==> config.mk <==
export PLATFORM = sky130hd
export DESIGN_NAME = irq_flags
export DESIGN_NICKNAME = d
export VERILOG_FILES = /design/src/hdl/irq_flags_pkg.sv /design/src/hdl/pin_change_detect.sv /design/src/hdl/irq_flags.sv
export SDC_FILE = /design/constraint.sdc
export NUM_CORES = 1
export LEC_CHECK = 0
export ABC_AREA = 1
export BUFFER_PORTS_ARGS = -buffer_cell sky130_fd_sc_hd__buf_2
export CORE_ASPECT_RATIO = 1.2
export CORE_MARGIN = 2
export CORE_UTILIZATION = 35
export CTS_CLUSTER_DIAMETER = 50
export DETAILED_ROUTE_END_ITERATION = 8
export PLACE_DENSITY = 0.55
export SYNTH_ARGS = -nofsm -noshare
export SYNTH_HDL_FRONTEND = slang
export SYNTH_HIERARCHICAL = 1
export SYNTH_SLANG_ARGS = --single-unit
==> constraint.sdc <==
create_clock -name pclk -period 2.2 [get_ports pclk]
set_clock_uncertainty 0.05 [all_clocks]
set_input_delay 0.22 -clock pclk [delete_from_list [all_inputs] [get_ports pclk]]
set_output_delay 0.22 -clock pclk [all_outputs]
set_load 0.01 [all_outputs]
==> src/hdl/irq_flags_pkg.sv <==
/*
 Constants for the peripheral request flag register block.
 Assumes a 32-bit APB slave at 100 MHz pclk.
*/
package irq_flags_pkg;
  localparam logic [11:0] flags0_offset = 12'h000;
  localparam logic [11:0] pin_ctrl_offset = 12'h004;
  localparam logic [11:0] pin_flags_offset = 12'h008;
  localparam logic [11:0] pin_state_offset = 12'h00c;
  localparam int pin_count = 8;
  localparam int timer_flag_bit = 5;
  localparam int summary_flag_bit = 4;
  localparam int ext_flag_bit = 0;
  localparam int rise_en_lsb = 0;
  localparam int fall_en_lsb = 8;
  localparam logic [7:0] flags0_reset = 8'h00;
  localparam logic [15:0] pin_ctrl_reset = 16'h0000;
  localparam logic [7:0] pin_flags_reset = 8'h00;
endpackage : irq_flags_pkg

==> src/hdl/pin_change_detect.sv <==
/*
 Per-pin change flags with rising and falling edge enables.
 Assumes pins are already synchronised to pclk.
*/
`timescale 1ns/100ps
`default_nettype none
module pin_change_detect (
  input wire logic pclk,
  input wire logic presetn,
  input wire logic [7:0] pin_sync,
  input wire logic [7:0] rising_edge_enable,
  input wire logic [7:0] falling_edge_enable,
  input wire logic [7:0] clear_mask,
  output logic [7:0] per_pin_change_flags
);
  logic [7:0] pin_prev;
  logic [7:0] edge_hit;

  // Previous pin level for edge detection
  always_ff @(posedge pclk or negedge presetn) begin
    if (!presetn) begin
      pin_prev <= 8'h00;
    end else begin
      pin_prev <= pin_sync;
    end
  end

  assign edge_hit = (pin_sync & ~pin_prev & rising_edge_enable) | (~pin_sync & pin_prev & falling_edge_enable);

  always_ff @(posedge pclk or negedge presetn) begin
    if (!presetn) begin
      per_pin_change_flags <= irq_flags_pkg::pin_flags_reset;
    end else begin
      per_pin_change_flags <= (per_pin_change_flags & ~clear_mask) | edge_hit;
    end
  end

  a_masked_no_flag: assert property (@(posedge pclk) disable iff (!presetn)
    (per_pin_change_flags & ~$past(per_pin_change_flags)
     & ~($past(rising_edge_enable) | $past(falling_edge_enable))) == 8'h00)
    else $error("masked pin set its flag");
endmodule : pin_change_detect
`default_nettype wire

==> src/hdl/irq_flags.sv <==
/*
 Peripheral request flag register 0 with an APB slave.
 Assumes timer_overflow is a one-cycle pulse on pclk; ext_pin and
 change_pins are asynchronous pins and are synchronised here.
*/
// Design decisions made here: the APB interface to the registers and the placing of the registers.
`timescale 1ns/100ps
`default_nettype none
//
// Contract
// - Timer overflow sets bit 5, software clears
// - Summary bit 4 ignores software writes
// - Summary reads one when change flag set
// - Summary is OR of all change flags
// - Bits 3 to 1 read zero
// - External pin event sets bit 0
// - Pins masked by rising/falling enables
// - Timer and external flags set regardless of any enable
// - Bits 7 and 6 read zero
module irq_flags (
  input wire logic pclk,
  input wire logic presetn,
  input wire logic psel,
  input wire logic penable,
  input wire logic pwrite,
  input wire logic [11:0] paddr,
  input wire logic [31:0] pwdata,
  input wire logic [3:0] pstrb,
  output logic [31:0] prdata,
  output logic pready,
  output logic pslverr,
  input wire logic timer_overflow,
  input wire logic ext_pin,
  input wire logic [7:0] change_pins,
  output logic pin_change_summary_flag
);
  logic timer0_overflow_flag;
  logic external_pin_event_flag;
  logic [15:0] pin_ctrl;
  logic [7:0] per_pin_change_flags;
  logic [1:0] ext_sync;
  logic ext_prev;
  logic [7:0] pins_meta;
  logic [7:0] pins_sync;
  logic wr_access;
  logic rd_access;
  logic wr_flags0;
  logic [7:0] pin_clear;
  logic ext_event;
  logic [7:0] peripheral_request_flags_0;
  logic mapped;
  logic [31:0] next_prdata;

  // Setup phase of a transfer; the answer is launched from it
  function automatic logic setup_phase(input logic sel, input logic en);
    return sel & ~en;
  endfunction : setup_phase

  // Two-stage synchronisers for the pins
  always_ff @(posedge pclk or negedge presetn) begin
    if (!presetn) begin
      ext_sync <= 2'b00;
      ext_prev <= 1'b0;
      pins_meta <= 8'h00;
      pins_sync <= 8'h00;
    end else begin
      ext_sync <= {ext_sync[0], ext_pin};
      ext_prev <= ext_sync[1];
      pins_meta <= change_pins;
      pins_sync <= pins_meta;
    end
  end

  // Rising edge of the external pin is the event
  assign ext_event = ext_sync[1] & ~ext_prev;

  // Zero-wait APB: access phase completes at once
  assign wr_access = psel & penable & pwrite;
  assign rd_access = psel & penable & ~pwrite;
  assign wr_flags0 = wr_access & pstrb[0] & (paddr == irq_flags_pkg::flags0_offset);
  // Write-one-to-clear on the per-pin flags register
  assign pin_clear = (wr_access && pstrb[0] && paddr == irq_flags_pkg::pin_flags_offset) ? pwdata[7:0] : 8'h00;

  // timer flag; set wins; no enable gating
  always_ff @(posedge pclk or negedge presetn) begin
    if (!presetn) begin
      timer0_overflow_flag <= irq_flags_pkg::flags0_reset[irq_flags_pkg::timer_flag_bit];
    end else if (timer_overflow) begin
      timer0_overflow_flag <= 1'b1;
    end else if (wr_flags0) begin
      timer0_overflow_flag <= pwdata[irq_flags_pkg::timer_flag_bit];
    end
  end

  // external flag; set wins over clear
  always_ff @(posedge pclk or negedge presetn) begin
    if (!presetn) begin
      external_pin_event_flag <= irq_flags_pkg::flags0_reset[irq_flags_pkg::ext_flag_bit];
    end else if (ext_event) begin
      external_pin_event_flag <= 1'b1;
    end else if (wr_flags0) begin
      external_pin_event_flag <= pwdata[irq_flags_pkg::ext_flag_bit];
    end
  end

  // Edge enables, software control
  always_ff @(posedge pclk or negedge presetn) begin
    if (!presetn) begin
      pin_ctrl <= irq_flags_pkg::pin_ctrl_reset;
    end else if (wr_access && paddr == irq_flags_pkg::pin_ctrl_offset) begin
      if (pstrb[0]) begin
        pin_ctrl[7:0] <= pwdata[7:0];
      end
      if (pstrb[1]) begin
        pin_ctrl[15:8] <= pwdata[15:8];
      end
    end
  end

  pin_change_detect u_detect (
    .pclk(pclk),
    .presetn(presetn),
    .pin_sync(pins_sync),
    .rising_edge_enable(pin_ctrl[irq_flags_pkg::rise_en_lsb +: 8]),
    .falling_edge_enable(pin_ctrl[irq_flags_pkg::fall_en_lsb +: 8]),
    .clear_mask(pin_clear),
    .per_pin_change_flags(per_pin_change_flags)
  );

  // summary is read-only OR, unused bits zero
  assign peripheral_request_flags_0 = {2'b00, timer0_overflow_flag, |per_pin_change_flags,
                                       3'b000, external_pin_event_flag};

  // Read mux; unmapped address reads zero with error
  always_comb begin
    next_prdata = 32'h0000_0000;
    mapped = 1'b1;
    case (paddr)
      irq_flags_pkg::flags0_offset: next_prdata = {24'h00_0000, peripheral_request_flags_0};
      irq_flags_pkg::pin_ctrl_offset: next_prdata = {16'h0000, pin_ctrl};
      irq_flags_pkg::pin_flags_offset: next_prdata = {24'h00_0000, per_pin_change_flags};
      irq_flags_pkg::pin_state_offset: next_prdata = {24'h00_0000, pins_sync};
      default: mapped = 1'b0;
    endcase
  end

  // Registered answer: pready high in the cycle after setup
  always_ff @(posedge pclk or negedge presetn) begin
    if (!presetn) begin
      prdata <= 32'h0000_0000;
      pready <= 1'b0;
      pslverr <= 1'b0;
    end else begin
      pready <= setup_phase(psel, penable);
      pslverr <= setup_phase(psel, penable) & ~mapped;
      prdata <= (setup_phase(psel, penable) & ~pwrite) ? next_prdata : 32'h0000_0000;
    end
  end

  always_ff @(posedge pclk or negedge presetn) begin
    if (!presetn) begin
      pin_change_summary_flag <= 1'b0;
    end else begin
      pin_change_summary_flag <= |per_pin_change_flags;
    end
  end

  a_timer_sets_flag: assert property (@(posedge pclk) disable iff (!presetn)
    timer_overflow |=> timer0_overflow_flag)
    else $error("timer flag not set after overflow");
  a_timer_holds: assert property (@(posedge pclk) disable iff (!presetn)
    (timer0_overflow_flag && !wr_flags0) |=> timer0_overflow_flag)
    else $error("timer flag dropped without clear");
  a_ext_sets_flag: assert property (@(posedge pclk) disable iff (!presetn)
    ext_event |=> external_pin_event_flag)
    else $error("external flag not set");
  a_set_beats_clear: assert property (@(posedge pclk) disable iff (!presetn)
    wr_flags0 |=> (timer0_overflow_flag || !$past(timer_overflow)) && (external_pin_event_flag || !$past(ext_event)))
    else $error("clear won over set");
  a_summary_or: assert property (@(posedge pclk) disable iff (!presetn)
    pin_change_summary_flag == |$past(per_pin_change_flags))
    else $error("summary is not OR of change flags");
  a_summary_readonly: assert property (@(posedge pclk) disable iff (!presetn)
    (wr_flags0 && pwdata[irq_flags_pkg::summary_flag_bit] && per_pin_change_flags == 8'h00)
    |=> pin_change_summary_flag == 1'b0)
    else $error("write changed summary flag");
  a_reserved_zero: assert property (@(posedge pclk) disable iff (!presetn)
    (pready && rd_access && $past(paddr) == irq_flags_pkg::flags0_offset) |-> prdata[3:1] == 3'b000)
    else $error("bits 3 to 1 not zero");
  a_top_zero: assert property (@(posedge pclk) disable iff (!presetn)
    pready |-> prdata[7:6] == 2'b00 || $past(paddr) != irq_flags_pkg::flags0_offset)
    else $error("bits 7 and 6 not zero");
  a_summary_read: assert property (@(posedge pclk) disable iff (!presetn)
    (psel && !penable && !pwrite && paddr == irq_flags_pkg::flags0_offset)
    |=> prdata[4] == |$past(per_pin_change_flags))
    else $error("summary read mismatch");

  // only an overflow or a write sets it
  a_timer_no_stray: assert property (@(posedge pclk) disable iff (!presetn)
    (!timer0_overflow_flag && !timer_overflow && !(wr_flags0 && pwdata[irq_flags_pkg::timer_flag_bit]))
    |=> !timer0_overflow_flag)
    else $error("timer flag set with no cause");

  a_timer_clears: assert property (@(posedge pclk) disable iff (!presetn)
    (wr_flags0 && !pwdata[irq_flags_pkg::timer_flag_bit] && !timer_overflow) |=> !timer0_overflow_flag)
    else $error("timer flag not cleared by write");

  a_ext_holds: assert property (@(posedge pclk) disable iff (!presetn)
    (external_pin_event_flag && !wr_flags0) |=> external_pin_event_flag)
    else $error("external flag dropped without clear");

  // only a pin event or a write sets it
  a_ext_no_stray: assert property (@(posedge pclk) disable iff (!presetn)
    (!external_pin_event_flag && !ext_event && !(wr_flags0 && pwdata[irq_flags_pkg::ext_flag_bit]))
    |=> !external_pin_event_flag)
    else $error("external flag set with no cause");

  a_ext_clears: assert property (@(posedge pclk) disable iff (!presetn)
    (wr_flags0 && !pwdata[irq_flags_pkg::ext_flag_bit] && !ext_event) |=> !external_pin_event_flag)
    else $error("external flag not cleared by write");
endmodule : irq_flags
`default_nettype wire

==> flow_summary.yaml, run 1 <==
status:
  outcome: "completed"
drt:
  ant_nets: 0
  drtIter0Drc: 129
  drc: 0
  via_count: 2296
  vias_per_cell: 4.182
  avgRoutedWirePerCell_um: 11.44
  dr.pass1.iters: 4
  wl_um: 6279
clock_tree:
  cts-htree-levels: 3
  cts_made_buffers: 9
  cts_tree: "built"
  ctsResizeCount: 0
  path_clk_slew_ns: 0.08
  cts_sinks: 72
  worstSkewPairLatency_ns: 0.34
  cts-root-buf: "clkbuf_8"
  cts_buffer_depth: 2
worst_setup_path:
  critPathLaunch: "penable"
  start_kind: "input port"
  critical-path-max-stage-delay_ns: 0.52
  worstSetupPathType: "in -> reg"
  path_cells: "dlygate4sd3_1 > buf_2 > nand3_1 > nor2_1 > nand3_2 > nor2_1 > inv_1 > nand2_1 > nand3_1"
  slowest_stage: "dlygate4sd3_1"
  worstPathRequired_ns: 2.38
  ff2ff_path_depth: 8
  crit_path_max_fanout: 8
  r2r-end: "prdata[4]"
  critPathArrivalTime_ns: 1.85
  r2r-start: "u_detect/per_pin_change_flags[0]"
  rrSetupSlack_ns: 1.07
  end_kind: "flip-flop"
worst_hold_path:
  holdPathEnd: "timer0_overflow_flag"
  worstHoldStart: "pwdata[5]"
  hold_class: "in -> reg"
  whs_path_depth: 3
yosys:
  synth-seq-cells: 72
  yosysWarnings: 6
  yosysSeqAreaShare_pct: 59.11
  syn_avg_cell_area_um2: 8.835
  synth_top_area_share_pct: 59.11
  synth_area_leaders: "dfrtp_1, nand3_1, nand2_1"
  netlist_area_um2: 3048
  yosys.area.top_type: "dfrtp_1"
  synthCells: 345
  synth_cell_types: 20
pwr:
  p_total_w: 0.002671
  power.leakage_nw: 2.026
  peakVddDrop_mv: 0.2426
  p_per_area_nw_per_um2: 705.1
floorplan:
  ios: 98
  initial_utilization_pct: 35.78
  fp.dieW_um: 89.19
  core_um2: 8518
  dieArea_um2: 9474
  die_y_um: 106.2
  rows: 37
global_routing:
  grt.total_usage_pct: 14.58
  grt_pass1_vias: 2263
  antenna_found_initial: 0
  grt_max_degree: 73
  grt_overflow_total: 0
  grt_pass1_wl_um: 10470
cells_and_area:
  fin_util_pct: 44.46
  syn2layout_area_growth_pct: 24.26
  stdcell_area_um2: 3787
  drive_gt1_share_pct: 21.53
  fin_nets: 491
  num_antenna_cells: 0
sta:
  fin_crit_ns: 1.669
  finalHoldViolCount: 0
  setup_viol: 0
  rsz0062_at_grt: "no"
  max_freq_ghz: 0.5993
  finalMaxSlewViolations: 0
  period_share_pct: 75.85
  tns_ns: 0
job:
  maxCapViolCount: 0
placed_design:
  portBuffers: 63
  dpl-instance-area_um2: 3447
  dp_hpwl_um: 4341
  gp_congestion: 0.7964
## placed cells by master (no fill, tap or decap), drive strengths merged
cell type / instances
a21oi: 1
buf: 66
bufinv: 2
clkbuf: 12
clkinv: 3
conb: 16
dfrtp: 72
dlygate4sd3: 12
inv: 61
nand2: 66
nand3: 51
nand4: 1
nor2: 50
nor3: 1
o21ai: 18
## where the power goes
part	internal, W	total, W	leakage (nW)	switching (W)
clock network	0.000693	0.00116	0.112	0.000466
registers	0.00135	0.00137	0.884	0.0000152
logic	0.0000584	0.000146	1.03	0.0000877
total	0.00210	0.00267	2.03	0.000569
## layer usage
| layer | wire length, um | track usage (%) | vias to the layer above |
|---|---|---|---|
| li1 | - | - | 1182 |
| met1 | 2789 | 18.24 | 1026 |
| met2 | 3046 | 23.33 | 79 |
| met3 | 335 | 4.115 | 9 |
| met4 | 108 | 6.183 | 0 |
| met5 | 0 | 0 | - |
## how the worst max path moves through the flow
stage,end,slack [ns],depth (start not counted)
finish,u_detect/per_pin_change_flags[0],0.53,9
detailed placement,pin_ctrl[15],0.37,7
CTS,u_detect/per_pin_change_flags[7],0.56,9
global placement,pin_ctrl[15],0.41,7
global route,pin_ctrl[9],0.46,7
floorplan,u_detect/per_pin_change_flags[0],0.91,9
## flip-flops by register name (all words and copies together), names as in the netlist
name,cells
pins_sync,8
pins_meta,8
timer0_overflow_flag,1
pin_ctrl,16
ext_sync,2
pready,1
prdata,16
pin_change_summary_flag,1
external_pin_event_flag,1
ext_prev,1
u_detect/per_pin_change_flags,8
u_detect/pin_prev,8
pslverr,1
## Yosys cell counts, drive strengths merged
cell / number
nand3: 51
nor2: 50
conb: 1
inv: 61
buf: 21
nor3: 1
a21oi: 1
nand2: 66
dfrtp: 72
o21ai: 18
nand4: 1
clkinv: 2
## per-stage QoR
| step | setup WS (ns) | instances | hold slack, ns |
|---|---|---|---|
| 2_1_floorplan | 0.9128 | 360 | -0.1256 |
| 4_1_cts | 0.5584 | 549 | 0.02554 |
| 3_5_place_dp | 0.3670 | 522 | 0.2272 |
| 6_report | 0.5313 | 549 | 0.03756 |
| 5_1_grt | 0.4606 | 549 | 0.04001 |
| 3_3_place_gp | 0.4127 | 522 | 0.2207 |
## final cells by class
| class | instances | area, um2 |
|---|---|---|
| clock buffer | 12 | 155.1 |
| clock inverter | 3 | 65.06 |
| fill | 884 | 4731 |
| inverter | 63 | 236.5 |
| multi-input combinational | 204 | 912.1 |
| sequential | 72 | 1802 |
| tap | 117 | 146.4 |
| timing repair buffer | 78 | 470.5 |
## kinds of logic after synthesis
family | count (synthesis) | synth area share, %
buf+inv | 84 | 12.81
simple gates | 169 | 24.84
flops | 72 | 59.11
compound gates | 19 | 3.120
other cells | 1 | 0.1230
## repair_timing
item / in CTS / in global routing
hold buffers: 12 / 0
setup buffers: 0 / 0
hold endpoints to repair: 83 / 0
## worst max-delay path: cells and delay by family
kind | cells | cell delay [ns]
and+or+nand+nor | 6 | 0.91
buffers and inverters | 3 | 0.71
Power figures use the tool's default switching activity.
==> run 2: changes to the inputs <==
--- a/config.mk
+++ b/config.mk
@@ -12,7 +12,7 @@
 export CORE_UTILIZATION = 35
 export CTS_CLUSTER_DIAMETER = 50
 export DETAILED_ROUTE_END_ITERATION = 8
-export PLACE_DENSITY = 0.55
+export PLACE_DENSITY = 0.57
 export SYNTH_ARGS = -nofsm -noshare
 export SYNTH_HDL_FRONTEND = slang
 export SYNTH_HIERARCHICAL = 1
==> constraint.sdc (replaced) <==
create_clock -name pclk -period 1.5 [get_ports pclk]
set_clock_uncertainty 0.05 [all_clocks]
set_input_delay 0.15 -clock pclk [delete_from_list [all_inputs] [get_ports pclk]]
set_output_delay 0.15 -clock pclk [all_outputs]
set_load 0.01 [all_outputs]
==> run 2 against run 1 <==
  * Clock-buffer cell count increased by 1
  * Routed wire length shrank 1.5%
  * Core utilization is 1.9 points higher
  * Largest power group unchanged
  * Critical path type unchanged
==> flow_summary.yaml, run 2 (synthesis gave the netlist of run 1 again) <==
status:
  outcome: "completed"
sta:
  finalHoldViolCount: 0
  max_freq_ghz: 0.7192
  period_share_pct: 92.69
  hold_ws_ns: 0.02077
  setup_viol: 0
  rsz0062_at_grt: "no"
  finalMaxSlewViolations: 0
  tns_ns: 0
  fin_crit_ns: 1.390
placed_design:
  dp_hpwl_um: 4292
  dpl-instance-area_um2: 3505
  gp_congestion: 0.8101
  portBuffers: 63
global_routing:
  grt_pass1_wl_um: 10490
  grt_max_degree: 73
  antenna_found_initial: 0
  grt_use_met2_pct: 23.02
  gr-max-usage-layer: "met2"
  grt.total_usage_pct: 14.69
  grt_use_met3_pct: 4.503
  use_met1_pct: 18.17
  grt_pass1_vias: 2305
  grt_overflow_total: 0
worst_setup_path:
  start_kind: "input port"
  slowest_stage: "dlygate4sd3_1"
  crit_path_max_fanout: 10
  worstPathRequired_ns: 1.69
  rrSetupSlack_ns: 0.38
  critPathArrivalTime_ns: 1.58
  r2r-start: "u_detect/per_pin_change_flags[0]"
  critPathMostFrequentCell: "nand2_1"
  r2r-end: "prdata[4]"
  critical-path-max-stage-delay_ns: 0.54
  path_cells: "buf_2 > nor2_1 > nand2_1 > nor2_4 > o21ai_1 > nand2_1 > nor3_1 > dlygate4sd3_1"
  ff2ff_path_depth: 8
  critPathLaunch: "paddr[11]"
  crit_family: "simple AND/OR/NAND/NOR gates"
  end_kind: "flip-flop"
  crit_buf_inv: 2
  worstSetupPathType: "in -> reg"
cells_and_area:
  syn2layout_area_growth_pct: 29.64
  nFillCells: 877
  final_common_cell: "dfrtp_1"
  stdcell_area_um2: 3951
  drive_gt1_share_pct: 22.39
  final_cell_mix: "dfrtp_1, buf_2, nand2_1"
  top_regs: "pin_ctrl x16, prdata x16"
  regArea_um2: 1802
  fin_nets: 509
  num_antenna_cells: 0
  multiInputGateArea_um2: 934.6
drt:
  avgRoutedWirePerCell_um: 10.89
  drtIter0Drc: 132
  drc: 0
  ant_nets: 0
  vias_per_cell: 4.167
  dr.pass1.iters: 4
  via_count: 2367
  wl_um: 6183
floorplan:
  dieArea_um2: 9474
  ios: 98
  rows: 37
  fp.dieW_um: 89.19
  core_um2: 8518
  initial_utilization_pct: 35.78
  die_y_um: 106.2
clock_tree:
  cts-htree-levels: 3
  cts_tree: "built"
  cts-root-buf: "clkbuf_8"
  path_clk_slew_ns: 0.08
  cts_sinks: 72
  cts_made_buffers: 9
  worstSkewPairLatency_ns: 0.35
  cts_buffer_depth: 2
  post-cts-setup-buffer-count: 0
worst_hold_path:
  holdPathEnd: "pin_ctrl[6]"
  whs_path_depth: 3
  hold_class: "in -> reg"
  worstHoldStart: "pwdata[6]"
pwr:
  power.leakage_nw: 2.096
  p_per_area_nw_per_um2: 926.3
  peakVddDrop_mv: 0.4072
job:
  maxCapViolCount: 0
[run 2: changes by cell type in the layout (fill, tap and decap cells not counted), sizes merged]
cell / before / now
dlygate4sd3: 12 / 24
buf: 66 / 72
bufinv: 2 / 0
clkinv: 3 / 5
clkbuf: 12 / 13
[run 2: metrics by stage]
| step | worst slack [ns] | cells | utilization, % | total power (W) |
|---|---|---|---|---|
| floorplan | 0.2828 | 360 | - | 0.002136 |
| global route | 0.003003 | 568 | 46.39 | 0.003827 |
| global placement | 0.05275 | 528 | 41.14 | 0.002230 |
| detailed placement | 0.01724 | 528 | 41.14 | 0.002237 |
| CTS | 0.01430 | 568 | 46.12 | 0.003713 |
| finish | 0.1097 | 568 | 46.39 | 0.003660 |
[run 2: area by class of cell]
class,instances,share of cell area (%)
clock buffer,13,4.275
clock inverter,3,0.3800
inverter,63,5.985
multi-input combinational,204,23.65
sequential,72,45.60
tap,117,3.705
timing repair buffer,96,16.40
[run 2: timing repair]
item	CTS	global route
setup endpoints to repair	0	16
hold buffers	24	0
hold endpoints to repair	93	0
gates resized for setup	0	4
[run 2: layer usage]
| metal | vias to the layer above | part of all wire (%) |
|---|---|---|
| met5 | - | 0 |
| met4 | 0 | 2.6 |
| met1 | 1071 | 44 |
| li1 | 1222 | - |
| met2 | 65 | 48 |
| met3 | 9 | 5.4 |
[run 2: worst reg2reg max path, stage by stage, from the launching register on]
cell and delay, ns:
dfrtp_1 0.41, inv_1 0.07, nand2_1 0.05, nor2_1 0.10, nand2_1 0.07, nand3_1 0.07
nand2_1 0.05, nor2_1 0.10, nor2_1 0.05
[run 2: report_power, final]
part / leakage (nW) / internal [W] / total [W] / switching, W
sequential: 0.884 / 0.00198 / 0.00200 / 0.0000231
combinational: 1.11 / 0.000109 / 0.000241 / 0.000133
clock: 0.0992 / 0.000728 / 0.00141 / 0.000687
total: 2.10 / 0.00282 / 0.00366 / 0.000843
[run 2: worst max-delay path by stage]
stage	end	cells past startpoint
CTS	u_detect/per_pin_change_flags[7]	9
global placement	u_detect/per_pin_change_flags[0]	9
finish	pslverr	8
floorplan	u_detect/per_pin_change_flags[0]	9
global route	u_detect/per_pin_change_flags[3]	9
detailed placement	u_detect/per_pin_change_flags[6]	9
